==> src/design/hub_strap_regs.svh <==
// Constants for the hub strap and shared status pin block.
// Assumes inclusion by bare name from design files only.
`ifndef HUB_STRAP_REGS_SVH
`define HUB_STRAP_REGS_SVH
`define PORT_COUNT        4
`define MODE_I2C          1'h1
`define MODE_SMBUS        1'h0
`define POL_ACTIVE_LOW    1'h0
`define POL_ACTIVE_HIGH   1'h1
`define PWRSW_SUPPORTED   1'h0
`define OVERCUR_ASSERTED  1'h0
`define STRAP_LATCH_TICKS 2'h1
`endif

==> src/design/hub_strap_pkg.sv <==
// Types for the hub strap and shared status pin block.
// Assumes no other package.
package hub_strap_pkg;
   typedef enum logic [1:0] {
      ST_RESET,
      ST_SAMPLE,
      ST_RUN
   } strap_state_t;
endpackage : hub_strap_pkg

==> src/design/hub_strap_and_status_pins.sv <==
// Strap sampling at reset release and shared pin muxing for the hub.
// Assumes pins arrive synchronous to clk_in; pad logic resolves wire levels from the enables.
// What this block does
// The mode strap sampled at reset release selects I2C (1) or SMBus (0) for the serial pins.
// The serial clock pin is driven as EEPROM clock in I2C mode and taken from the host in SMBus mode.
// The serial data pin talks to the EEPROM in I2C mode and to the SMBus host in SMBus mode.
// A low port 4 over-current input is an over-current event and a high level is none.
// The power-switching strap sampled at reset release enables switching and over-current on 0, disables on 1.
// With full power management, each of the four ports' power is driven through its power control output.
// In SMBus mode the power-switching strap level serves as slave address bit 1.
// After reset, when enabled, the power-switching strap pin shows upstream SuperSpeed connection, 1 meaning connected.
// After reset, when enabled, the mode strap pin shows upstream SuperSpeed suspend, 1 meaning suspended.
// The polarity strap sampled at reset release makes all power outputs active low (0) or high (1).
// The board must strap power switching as supported wherever battery charging is used.
// Each power control output drives its port switch and its level at reset release sets battery charge support.
// Latched strap values stay unchanged until the next reset even while those pins drive status.
`timescale 1ns/1ns
`include "hub_strap_regs.svh"
module hub_strap_and_status_pins (
   input  wire logic       clk_in,
   input  wire logic       rst_n_in,
   input  wire logic       serial_mode_select_in,
   output logic            serial_mode_select_out,
   output logic            serial_mode_select_oe_out,
   input  wire logic       power_switching_strap_n_in,
   output logic            power_switching_strap_n_out,
   output logic            power_switching_strap_n_oe_out,
   input  wire logic       power_control_polarity_in,
   input  wire logic [3:0] port_power_control_in,
   output logic      [3:0] port_power_control_out,
   output logic      [3:0] port_power_control_oe_out,
   input  wire logic       port4_overcurrent_n_in,
   input  wire logic       ss_status_enable_in,
   input  wire logic       ss_connected_in,
   input  wire logic       ss_suspended_in,
   input  wire logic [3:0] port_power_on_in,
   input  wire logic       eeprom_scl_in,
   input  wire logic       eeprom_scl_oe_in,
   input  wire logic       eeprom_sda_out_in,
   input  wire logic       eeprom_sda_oe_in,
   input  wire logic       smbus_sda_oe_in,
   input  wire logic       scl_pin_in,
   output logic            scl_pin_out,
   output logic            scl_pin_oe_out,
   input  wire logic       sda_pin_in,
   output logic            sda_pin_out,
   output logic            sda_pin_oe_out,
   output logic            serial_clock_out,
   output logic            serial_data_out,
   output logic            i2c_mode_out,
   output logic            power_switching_enabled_out,
   output logic            active_high_out,
   output logic            slave_address_bit1_out,
   output logic [3:0]      battery_charge_enable_out,
   output logic            port4_overcurrent_out,
   output logic            straps_valid_out
);
   hub_strap_pkg::strap_state_t state_q;
   logic       mode_q;
   logic       pwrsw_n_q;
   logic       pol_q;
   logic [3:0] batt_q;
   logic       run;

   assign run = (state_q == hub_strap_pkg::ST_RUN);

   // Straps are caught by a clocked process after release; async reset only loads constants
   always_ff @(posedge clk_in or negedge rst_n_in) begin
      if (!rst_n_in) begin
         state_q <= hub_strap_pkg::ST_RESET;
      end else begin
         case (state_q)
            hub_strap_pkg::ST_RESET:  state_q <= hub_strap_pkg::ST_SAMPLE;
            hub_strap_pkg::ST_SAMPLE: state_q <= hub_strap_pkg::ST_RUN;
            hub_strap_pkg::ST_RUN:    state_q <= hub_strap_pkg::ST_RUN;
            default:                  state_q <= hub_strap_pkg::ST_RESET;
         endcase
      end
   end

   always_ff @(posedge clk_in or negedge rst_n_in) begin
      if (!rst_n_in) begin
         mode_q    <= `MODE_I2C;
         pwrsw_n_q <= 1'h1;
         pol_q     <= `POL_ACTIVE_HIGH;
         batt_q    <= 4'h0;
      end else if (state_q == hub_strap_pkg::ST_RESET) begin
         // Only this one cycle loads; the pins may turn into outputs later
         mode_q    <= serial_mode_select_in;
         pwrsw_n_q <= power_switching_strap_n_in;
         pol_q     <= power_control_polarity_in;
         batt_q    <= port_power_control_in;
      end
   end
   // no other assignment to the strap registers exists

   always_ff @(posedge clk_in or negedge rst_n_in) begin
      if (!rst_n_in) begin
         i2c_mode_out                <= 1'h0;
         power_switching_enabled_out <= 1'h0;
         active_high_out             <= 1'h0;
         slave_address_bit1_out      <= 1'h0;
         battery_charge_enable_out   <= 4'h0;
         straps_valid_out            <= 1'h0;
      end else begin
         i2c_mode_out                <= mode_q == `MODE_I2C;
         power_switching_enabled_out <= pwrsw_n_q == `PWRSW_SUPPORTED;
         active_high_out             <= pol_q;
         // Address bit is the raw strap level, meaningful only in SMBus mode
         slave_address_bit1_out      <= (mode_q == `MODE_SMBUS) ? pwrsw_n_q : 1'h0;
         battery_charge_enable_out   <= batt_q;
         straps_valid_out            <= run;
      end
   end

   // Status drive on strap pins only after sampling is done
   always_ff @(posedge clk_in or negedge rst_n_in) begin
      if (!rst_n_in) begin
         serial_mode_select_out         <= 1'h0;
         serial_mode_select_oe_out      <= 1'h0;
         power_switching_strap_n_out    <= 1'h0;
         power_switching_strap_n_oe_out <= 1'h0;
      end else begin
         power_switching_strap_n_out    <= ss_connected_in;
         power_switching_strap_n_oe_out <= run && ss_status_enable_in;
         serial_mode_select_out         <= ss_suspended_in;
         serial_mode_select_oe_out      <= run && ss_status_enable_in;
      end
   end

   // Power outputs; off level follows polarity, undriven until straps are held
   genvar gi;
   generate
      for (gi = 0; gi < `PORT_COUNT; gi = gi + 1) begin : g_port
         always_ff @(posedge clk_in or negedge rst_n_in) begin
            if (!rst_n_in) begin
               port_power_control_out[gi]    <= 1'h0;
               port_power_control_oe_out[gi] <= 1'h0;
            end else begin
               port_power_control_out[gi]    <= (port_power_on_in[gi] && pwrsw_n_q == `PWRSW_SUPPORTED)
                                                ~^ pol_q;
               port_power_control_oe_out[gi] <= run;
            end
         end
      end
   endgenerate

   always_ff @(posedge clk_in or negedge rst_n_in) begin
      if (!rst_n_in) begin
         port4_overcurrent_out <= 1'h0;
      end else begin
         // Ignored when switching is strapped off, the pin may float
         port4_overcurrent_out <= run && pwrsw_n_q == `PWRSW_SUPPORTED
                                  && port4_overcurrent_n_in == `OVERCUR_ASSERTED;
      end
   end

   // Serial pin mux: EEPROM master drives clock in I2C mode, host clock is received in SMBus mode
   always_ff @(posedge clk_in or negedge rst_n_in) begin
      if (!rst_n_in) begin
         scl_pin_out      <= 1'h0;
         scl_pin_oe_out   <= 1'h0;
         sda_pin_out      <= 1'h0;
         sda_pin_oe_out   <= 1'h0;
         serial_clock_out <= 1'h1;
         serial_data_out  <= 1'h1;
      end else begin
         scl_pin_out      <= eeprom_scl_in;
         scl_pin_oe_out   <= run && mode_q == `MODE_I2C && eeprom_scl_oe_in;
         sda_pin_out      <= (mode_q == `MODE_I2C) ? eeprom_sda_out_in : 1'h0;
         sda_pin_oe_out   <= run && ((mode_q == `MODE_I2C) ? eeprom_sda_oe_in
                                                           : smbus_sda_oe_in);
         serial_clock_out <= scl_pin_in;
         serial_data_out  <= sda_pin_in;
      end
   end

   // Strap capture and hold checks
   AST_STRAP_HOLD: assert property (@(posedge clk_in) disable iff (!rst_n_in)
      run |=> (mode_q == $past(mode_q) && pwrsw_n_q == $past(pwrsw_n_q) && pol_q == $past(pol_q)))
      else $error("strap changed after sampling");
   AST_MODE_LATCH: assert property (@(posedge clk_in) disable iff (!rst_n_in)
      state_q == hub_strap_pkg::ST_RESET |=> ##2 i2c_mode_out == $past(serial_mode_select_in, 3))
      else $error("mode strap not latched");
   AST_STATE_SEQ: assert property (@(posedge clk_in) disable iff (!rst_n_in)
      state_q == hub_strap_pkg::ST_RESET |=> state_q == hub_strap_pkg::ST_SAMPLE)
      else $error("sample state skipped");
   AST_SAMPLE_SEQ: assert property (@(posedge clk_in) disable iff (!rst_n_in)
      state_q == hub_strap_pkg::ST_SAMPLE |=> run)
      else $error("run state not reached");
   AST_VALID: assert property (@(posedge clk_in) disable iff (!rst_n_in)
      run |=> straps_valid_out)
      else $error("straps valid missing");
   AST_VALID_EARLY: assert property (@(posedge clk_in) disable iff (!rst_n_in)
      !run |=> !straps_valid_out)
      else $error("straps valid too early");
   AST_I2C_HOLD: assert property (@(posedge clk_in) disable iff (!rst_n_in)
      run |=> i2c_mode_out == $past(i2c_mode_out))
      else $error("mode output changed after sampling");
   AST_PSE_HOLD: assert property (@(posedge clk_in) disable iff (!rst_n_in)
      run |=> power_switching_enabled_out == $past(power_switching_enabled_out))
      else $error("switching output changed after sampling");
   AST_BATT_HOLD_Q: assert property (@(posedge clk_in) disable iff (!rst_n_in)
      run |=> batt_q == $past(batt_q))
      else $error("battery strap changed after sampling");

   // Serial pin mux checks
   AST_SCL_SMBUS: assert property (@(posedge clk_in) disable iff (!rst_n_in)
      mode_q == `MODE_SMBUS && run |=> !scl_pin_oe_out)
      else $error("clock driven in SMBus mode");
   AST_SCL_I2C: assert property (@(posedge clk_in) disable iff (!rst_n_in)
      run && mode_q == `MODE_I2C |=> scl_pin_oe_out == $past(eeprom_scl_oe_in))
      else $error("clock enable wrong in I2C mode");
   AST_SCL_LEVEL: assert property (@(posedge clk_in) disable iff (!rst_n_in)
      1'h1 |=> scl_pin_out == $past(eeprom_scl_in))
      else $error("clock level wrong");
   AST_SCLK_IN: assert property (@(posedge clk_in) disable iff (!rst_n_in)
      1'h1 |=> serial_clock_out == $past(scl_pin_in))
      else $error("received clock wrong");
   AST_PIN_EARLY: assert property (@(posedge clk_in) disable iff (!rst_n_in)
      !run |=> !sda_pin_oe_out && !scl_pin_oe_out)
      else $error("serial pin driven before sampling");
   AST_SDA_SEL: assert property (@(posedge clk_in) disable iff (!rst_n_in)
      run && mode_q == `MODE_SMBUS |=> sda_pin_oe_out == $past(smbus_sda_oe_in))
      else $error("data enable wrong in SMBus mode");
   AST_SDA_I2C: assert property (@(posedge clk_in) disable iff (!rst_n_in)
      run && mode_q == `MODE_I2C |=> sda_pin_oe_out == $past(eeprom_sda_oe_in))
      else $error("data enable wrong in I2C mode");
   AST_SDA_SMBUS_LOW: assert property (@(posedge clk_in) disable iff (!rst_n_in)
      mode_q == `MODE_SMBUS |=> !sda_pin_out)
      else $error("data level wrong in SMBus mode");
   AST_SDA_LEVEL_I2C: assert property (@(posedge clk_in) disable iff (!rst_n_in)
      mode_q == `MODE_I2C |=> sda_pin_out == $past(eeprom_sda_out_in))
      else $error("data level wrong in I2C mode");
   AST_SDAT_IN: assert property (@(posedge clk_in) disable iff (!rst_n_in)
      1'h1 |=> serial_data_out == $past(sda_pin_in))
      else $error("received data wrong");

   // Power and over-current checks
   AST_OVERCUR: assert property (@(posedge clk_in) disable iff (!rst_n_in)
      run && pwrsw_n_q == 1'h0 && !port4_overcurrent_n_in |=> port4_overcurrent_out)
      else $error("over-current missed");
   AST_OVERCUR_NONE: assert property (@(posedge clk_in) disable iff (!rst_n_in)
      port4_overcurrent_n_in |=> !port4_overcurrent_out)
      else $error("over-current without event");
   AST_OVERCUR_EARLY: assert property (@(posedge clk_in) disable iff (!rst_n_in)
      !run |=> !port4_overcurrent_out)
      else $error("over-current before sampling");
   AST_OVERCUR_OFF: assert property (@(posedge clk_in) disable iff (!rst_n_in)
      pwrsw_n_q == 1'h1 |=> !port4_overcurrent_out)
      else $error("over-current with switching off");
   AST_PSE: assert property (@(posedge clk_in) disable iff (!rst_n_in)
      run |-> power_switching_enabled_out == (pwrsw_n_q == `PWRSW_SUPPORTED))
      else $error("switching enable output wrong");
   AST_SW_OFF_POWER: assert property (@(posedge clk_in) disable iff (!rst_n_in)
      run && pwrsw_n_q == 1'h1 |=> port_power_control_out == {4{~pol_q}})
      else $error("power driven with switching off");
   AST_POWER_POL: assert property (@(posedge clk_in) disable iff (!rst_n_in)
      run && pwrsw_n_q == 1'h0 |=> port_power_control_out[0] == ($past(port_power_on_in[0]) ~^ pol_q))
      else $error("power output polarity wrong");
   AST_POWER_ALL: assert property (@(posedge clk_in) disable iff (!rst_n_in)
      run && pwrsw_n_q == 1'h0 |=> port_power_control_out == ($past(port_power_on_in) ~^ {4{pol_q}}))
      else $error("port power outputs wrong");
   AST_POL_OFF: assert property (@(posedge clk_in) disable iff (!rst_n_in)
      run && !port_power_on_in[1] |=> port_power_control_out[1] == !pol_q)
      else $error("off level wrong");
   AST_POL_ON: assert property (@(posedge clk_in) disable iff (!rst_n_in)
      run && pwrsw_n_q == 1'h0 && port_power_on_in[2] |=> port_power_control_out[2] == pol_q)
      else $error("on level wrong");
   AST_ACTIVE_HIGH: assert property (@(posedge clk_in) disable iff (!rst_n_in)
      run |-> active_high_out == pol_q)
      else $error("polarity output wrong");
   AST_POWER_OE: assert property (@(posedge clk_in) disable iff (!rst_n_in)
      run |=> port_power_control_oe_out == 4'hF)
      else $error("power enable not driven");
   AST_POWER_OE_EARLY: assert property (@(posedge clk_in) disable iff (!rst_n_in)
      !run |=> port_power_control_oe_out == 4'h0)
      else $error("power pin driven before sampling");
   AST_BATT: assert property (@(posedge clk_in) disable iff (!rst_n_in)
      run |-> battery_charge_enable_out == batt_q)
      else $error("battery enable lost");
   AST_BATT_HOLD: assert property (@(posedge clk_in) disable iff (!rst_n_in)
      run |=> battery_charge_enable_out == $past(battery_charge_enable_out))
      else $error("battery enable changed");

   // Address bit and status drive checks
   AST_ADDR1: assert property (@(posedge clk_in) disable iff (!rst_n_in)
      run && mode_q == `MODE_SMBUS |=> slave_address_bit1_out == pwrsw_n_q)
      else $error("address bit 1 wrong");
   AST_ADDR1_I2C: assert property (@(posedge clk_in) disable iff (!rst_n_in)
      mode_q == `MODE_I2C |=> !slave_address_bit1_out)
      else $error("address bit 1 set in I2C mode");
   AST_SS_STATUS: assert property (@(posedge clk_in) disable iff (!rst_n_in)
      !run |=> !power_switching_strap_n_oe_out && !serial_mode_select_oe_out)
      else $error("strap pin driven before sampling");
   AST_CONN: assert property (@(posedge clk_in) disable iff (!rst_n_in)
      run && ss_status_enable_in |=> power_switching_strap_n_oe_out
                                     && power_switching_strap_n_out == $past(ss_connected_in))
      else $error("connection status wrong");
   AST_CONN_OFF: assert property (@(posedge clk_in) disable iff (!rst_n_in)
      !ss_status_enable_in |=> !power_switching_strap_n_oe_out)
      else $error("connection status driven while disabled");
   AST_SUSP: assert property (@(posedge clk_in) disable iff (!rst_n_in)
      run && ss_status_enable_in |=> serial_mode_select_oe_out && serial_mode_select_out == $past(ss_suspended_in))
      else $error("suspend status wrong");
   AST_SUSP_OFF: assert property (@(posedge clk_in) disable iff (!rst_n_in)
      !ss_status_enable_in |=> !serial_mode_select_oe_out)
      else $error("suspend status driven while disabled");
endmodule : hub_strap_and_status_pins

==> config.mk <==
export PLATFORM = sky130hd
export DESIGN_NAME = hub_strap_and_status_pins
export DESIGN_NICKNAME = d
export VERILOG_FILES = /design/src/design/hub_strap_pkg.sv /design/src/design/hub_strap_and_status_pins.sv
export VERILOG_INCLUDE_DIRS = /design/src /design/src/design
export SDC_FILE = /design/constraint.sdc
export NUM_CORES = 1
export LEC_CHECK = 0
export ABC_AREA = 1
export BUFFER_PORTS_ARGS = -buffer_cell sky130_fd_sc_hd__buf_4
export CAP_MARGIN = 5
export CORE_MARGIN = 4
export CORE_UTILIZATION = 31
export CTS_CLUSTER_SIZE = 24
export DETAILED_ROUTE_END_ITERATION = 7
export GPL_ROUTABILITY_DRIVEN = 0
export PLACE_DENSITY_LB_ADDON = 0.2
export SLEW_MARGIN = 20
export SYNTH_ARGS = -nofsm -noshare
export SYNTH_HDL_FRONTEND = slang
export SYNTH_SLANG_ARGS = --single-unit
==> constraint.sdc <==
create_clock -name clk_in -period 2.5 [get_ports clk_in]
set_input_delay 0.5 -clock clk_in [delete_from_list [all_inputs] [get_ports clk_in]]
set_output_delay 0.5 -clock clk_in [all_outputs]
set_load 0.01 [all_outputs]
# [Word-level counts from Yosys, hierarchy flattened]
# Index checks and enable logic that the tools add are counted.
[op_classes] muxes=4 n_bitwise=6 n_reduce_logical=12 n_eq_ne=2
[op_table] operator="1-bit logical AND" count=10
[op_table] operator="2-bit case mux with 2 select lines" count=1
[op_table] operator="1-bit bitwise XNOR" count=4
[op_table] operator="1-bit two-way mux" count=3
[op_table] operator="2-bit by 1-bit == test with 1-bit output, second input constant" count=1
[op_table] operator="2-bit == test, second input constant" count=1
[op_table] operator="2-bit logical NOT" count=1
[op_table] operator="1-bit NOT" count=2
[op_table] operator="2-bit OR reduction" count=1
[totals] output_inout_bits=28 reg_bits=32

# [Longest topological paths before layout]
[logic_depth] depth_word=3 mapped_depth=5

# [Least setup slack after synthesis]
# No wires, ideal clock.
[synth_timing] kind="register -> output" startpoint="reg port_power_control_oe_out[3] (netlist name)" endpoint="out port_power_control_oe_out[0]" setup_slack_ns=1.420 path_stages_with_launch=2 arrival_time_ns=0.580 required_ns=2.000 n_path_buf=1 path_cell_list="dfrtp_1 > buf_4"
[synth_lines] element="to (decl)" line_no="hub_strap_and_status_pins.sv:31" rtl="output logic [3:0] port_power_control_oe_out,"

# [Worst setup path in the final report]
[layout_timing] startpoint="reg serial_clock_out" endpoint="out serial_clock_out"
[layout_lines] element="from (decl)" line_no="hub_strap_and_status_pins.sv:48" rtl="output logic serial_clock_out,"
[layout_lines] element="from (signal assigned)" line_no="hub_strap_and_status_pins.sv:173" rtl="serial_clock_out <= scl_pin_in;"
# No word-level cell between the ends.

==> out/metrics.yaml <==
clock_network:
  cts_made_buffers: 5
  path_clk_slew_ns: 0.09
  clk_path_buf_depth: 2
  htreeDepth: 2
  root_buffer: "clkbuf_4"
  clock_latency_ns: 0.31
  cts_tree: "yes"
  post_cts_buffers: 0
  clock_sinks: 32
  post_cts_resized: 0
  ctsHoldBuffers: 0
floorplan:
  rows: 21
  core-area_mm2: 0.003416
  die_y_um: 68.24
  initial_core_util: 0.3293
  fp.dieArea_mm2: 0.004656
  dieWidth_um: 68.24
  ioPinCount: 52
global_route:
  grt_max_degree: 33
  antenna_found_initial: 0
  grt_use_total: 0.1080
  grt_pass1_wl_um: 3553
  grt_pass1_vias: 835
  grt_overflow: 0
critical_path:
  crit_chain: "buf_4"
  crit_required_ns: 2.00
  worstSetupStartpointType: "flip-flop"
  reg2reg_from: "state_q[0]"
  cp_slowest_cell: "dfstp_2"
  crit_arrival_ns: 0.94
  crit_family: "flip-flops"
  ff2ff_path_depth: 3
  r2r_setup_slack_ns: 1.30
  r2r-end: "batt_q[3]"
  path_buf_inv: 1
  path_class: "flip-flop to primary output"
  critPathMaxStageDelay_ns: 0.52
  crit_fanout: 1
  crit_path_end_kind: "primary output"
route:
  first_pass_iters: 3
  vias_per_cell: 3.953
  drtAntennaViolNets: 0
  vias: 763
  drt-initial-drc-count: 21
  wirelength_um: 2155
  wl_per_cell_um: 11.17
  drc: 0
timing:
  final-hold-violation-count: 0
  worst_slack_ns: 1.055
  slew_headroom: 0.7398
  setup_viol: 0
  fin_setup_tns_ns: 0
  min_period_ns: 1.445
  post-route-period-util: 0.5780
  fmax_mhz: 692.1
  finalClockSkew_ns: 0.004159
  hold_slack_ns: 0.1025
  final_max_slew_viol_count: 0
  rsz0062_at_grt: "false"
  worst_slew_pin_slew_ns: 0.3903
run_status:
  status: "finished clean"
synthesis:
  synthTopCellsByArea: "dfrtp_1, dfstp_2, nand2_1"
  synth_top_area_frac: 0.6007
  synth_top_cell_by_area: "dfrtp_1"
  yosysMostFrequentCell: "dfrtp_1"
  seq_area_frac_synth: 0.7175
  synth-seq-cells: 32
  syn_inst: 95
  synth_edf_count: 0
  syn_area_per_cell_um2: 11.84
  synthDistinctLibCells: 12
  synthTopCellsByCount: "dfrtp_1, nand2_1, inv_1, buf_4, dfstp_2"
  synth_warnings: 0
  synthArstFlopShare: 1.000
  synth_area_mm2: 0.001125
  ys_dominant_reg_cell: "dfrtp_1"
  syn_nets: 123
cells_and_area:
  synthToLayoutAreaGrowth_pct: 39.38
  fin_nets: 174
  antenna_cells: 0
  drive_gt1_frac: 0.4218
  post-route-util: 0.4590
place:
  port_buffers: 51
  pre_cts_ws_ns: 1.303
  dpl.hpwl_um: 1634
pwr:
  leakage_nw: 0.8238
  irDropWorstVdd_uv: 292.5
  power_density_mw_per_mm2: 606.0
min_path:
  min_path_type: "input pin to async pin"
run:
  maxCapViolCount: 0
==> worst max-delay path by stage <==
stage	startpoint	endpoint	slack [ns]	cells past startpoint
after floorplan	port_power_control_oe_out[3]	port_power_control_oe_out[0]	1.42	1
after global placement	state_q[0]	batt_q[3]	1.35	3
after detailed placement	state_q[0]	batt_q[0]	1.30	3
after CTS	serial_clock_out	serial_clock_out	1.03	1
after global routing	serial_clock_out	serial_clock_out	1.0	1
final	serial_clock_out	serial_clock_out	1.06	1
==> area by class of cell <==
type                       count  area (um2)
sequential                    32       807.0
timing repair buffer          51       382.9
tap                           46       57.56
inverter                      12       45.04
multi-input combinational     44       216.5
clock buffer                   8       58.81
fill                         344        1848
==> cell families (layout without fill, tap and decap cells) <==
logic type / after synthesis / count (layout) / share of synthesized area
AO/OA/AOI/OAI: 7 / 7 / 0.03114
buffers and inverters: 19 / 71 / 0.09009
AND/OR/NAND/NOR: 33 / 33 / 0.1168
flip-flops: 32 / 32 / 0.7175
adder cells (fa/ha/maj): 4 / 4 / 0.04450
==> report_power, final <==
group / internal [mW] / switching (mW)
combinational: 0.0553 / 0.0459
sequential: 0.546 / 0.0103
clock: 0.139 / 0.154
==> sequential cells by signal, summed over array words and instances, names as in the netlist, 2 cells and up <==
name / flops
battery_charge_enable_out: 4
port_power_control_out: 4
batt_q: 4
state_q: 2
==> stage by stage <==
step                instance area [um2]  instances  power [mW]
finish                             1568        193      0.9501
global route                       1568        193       1.016
CTS                                1568        193      0.9730
detailed placement                 1509        185      0.6717
global placement                   1509        185      0.6681
floorplan                          1125         95      0.5967
==> layer usage <==
| layer | track usage | up-vias | part of all wire |
|---|---|---|---|
| li1 | - | 380 | - |
| met1 | 0.09937 | 346 | 0.34 |
| met2 | 0.1937 | 35 | 0.54 |
| met3 | 0.06076 | 2 | 0.12 |
| met4 | 0.04467 | 0 | 0.0065 |
| met5 | 0 | - | 0 |
==> cell usage in the layout (no fill, tap or decap), drive strengths merged <==
cell,instances
dfrtp,27
dfstp,5
nand3,4
inv,12
and3,1
clkbuf,8
ha,4
nor2,4
o21ai,7
nand2,24
buf,51
No activity file was read; power rests on OpenSTA's default activity.
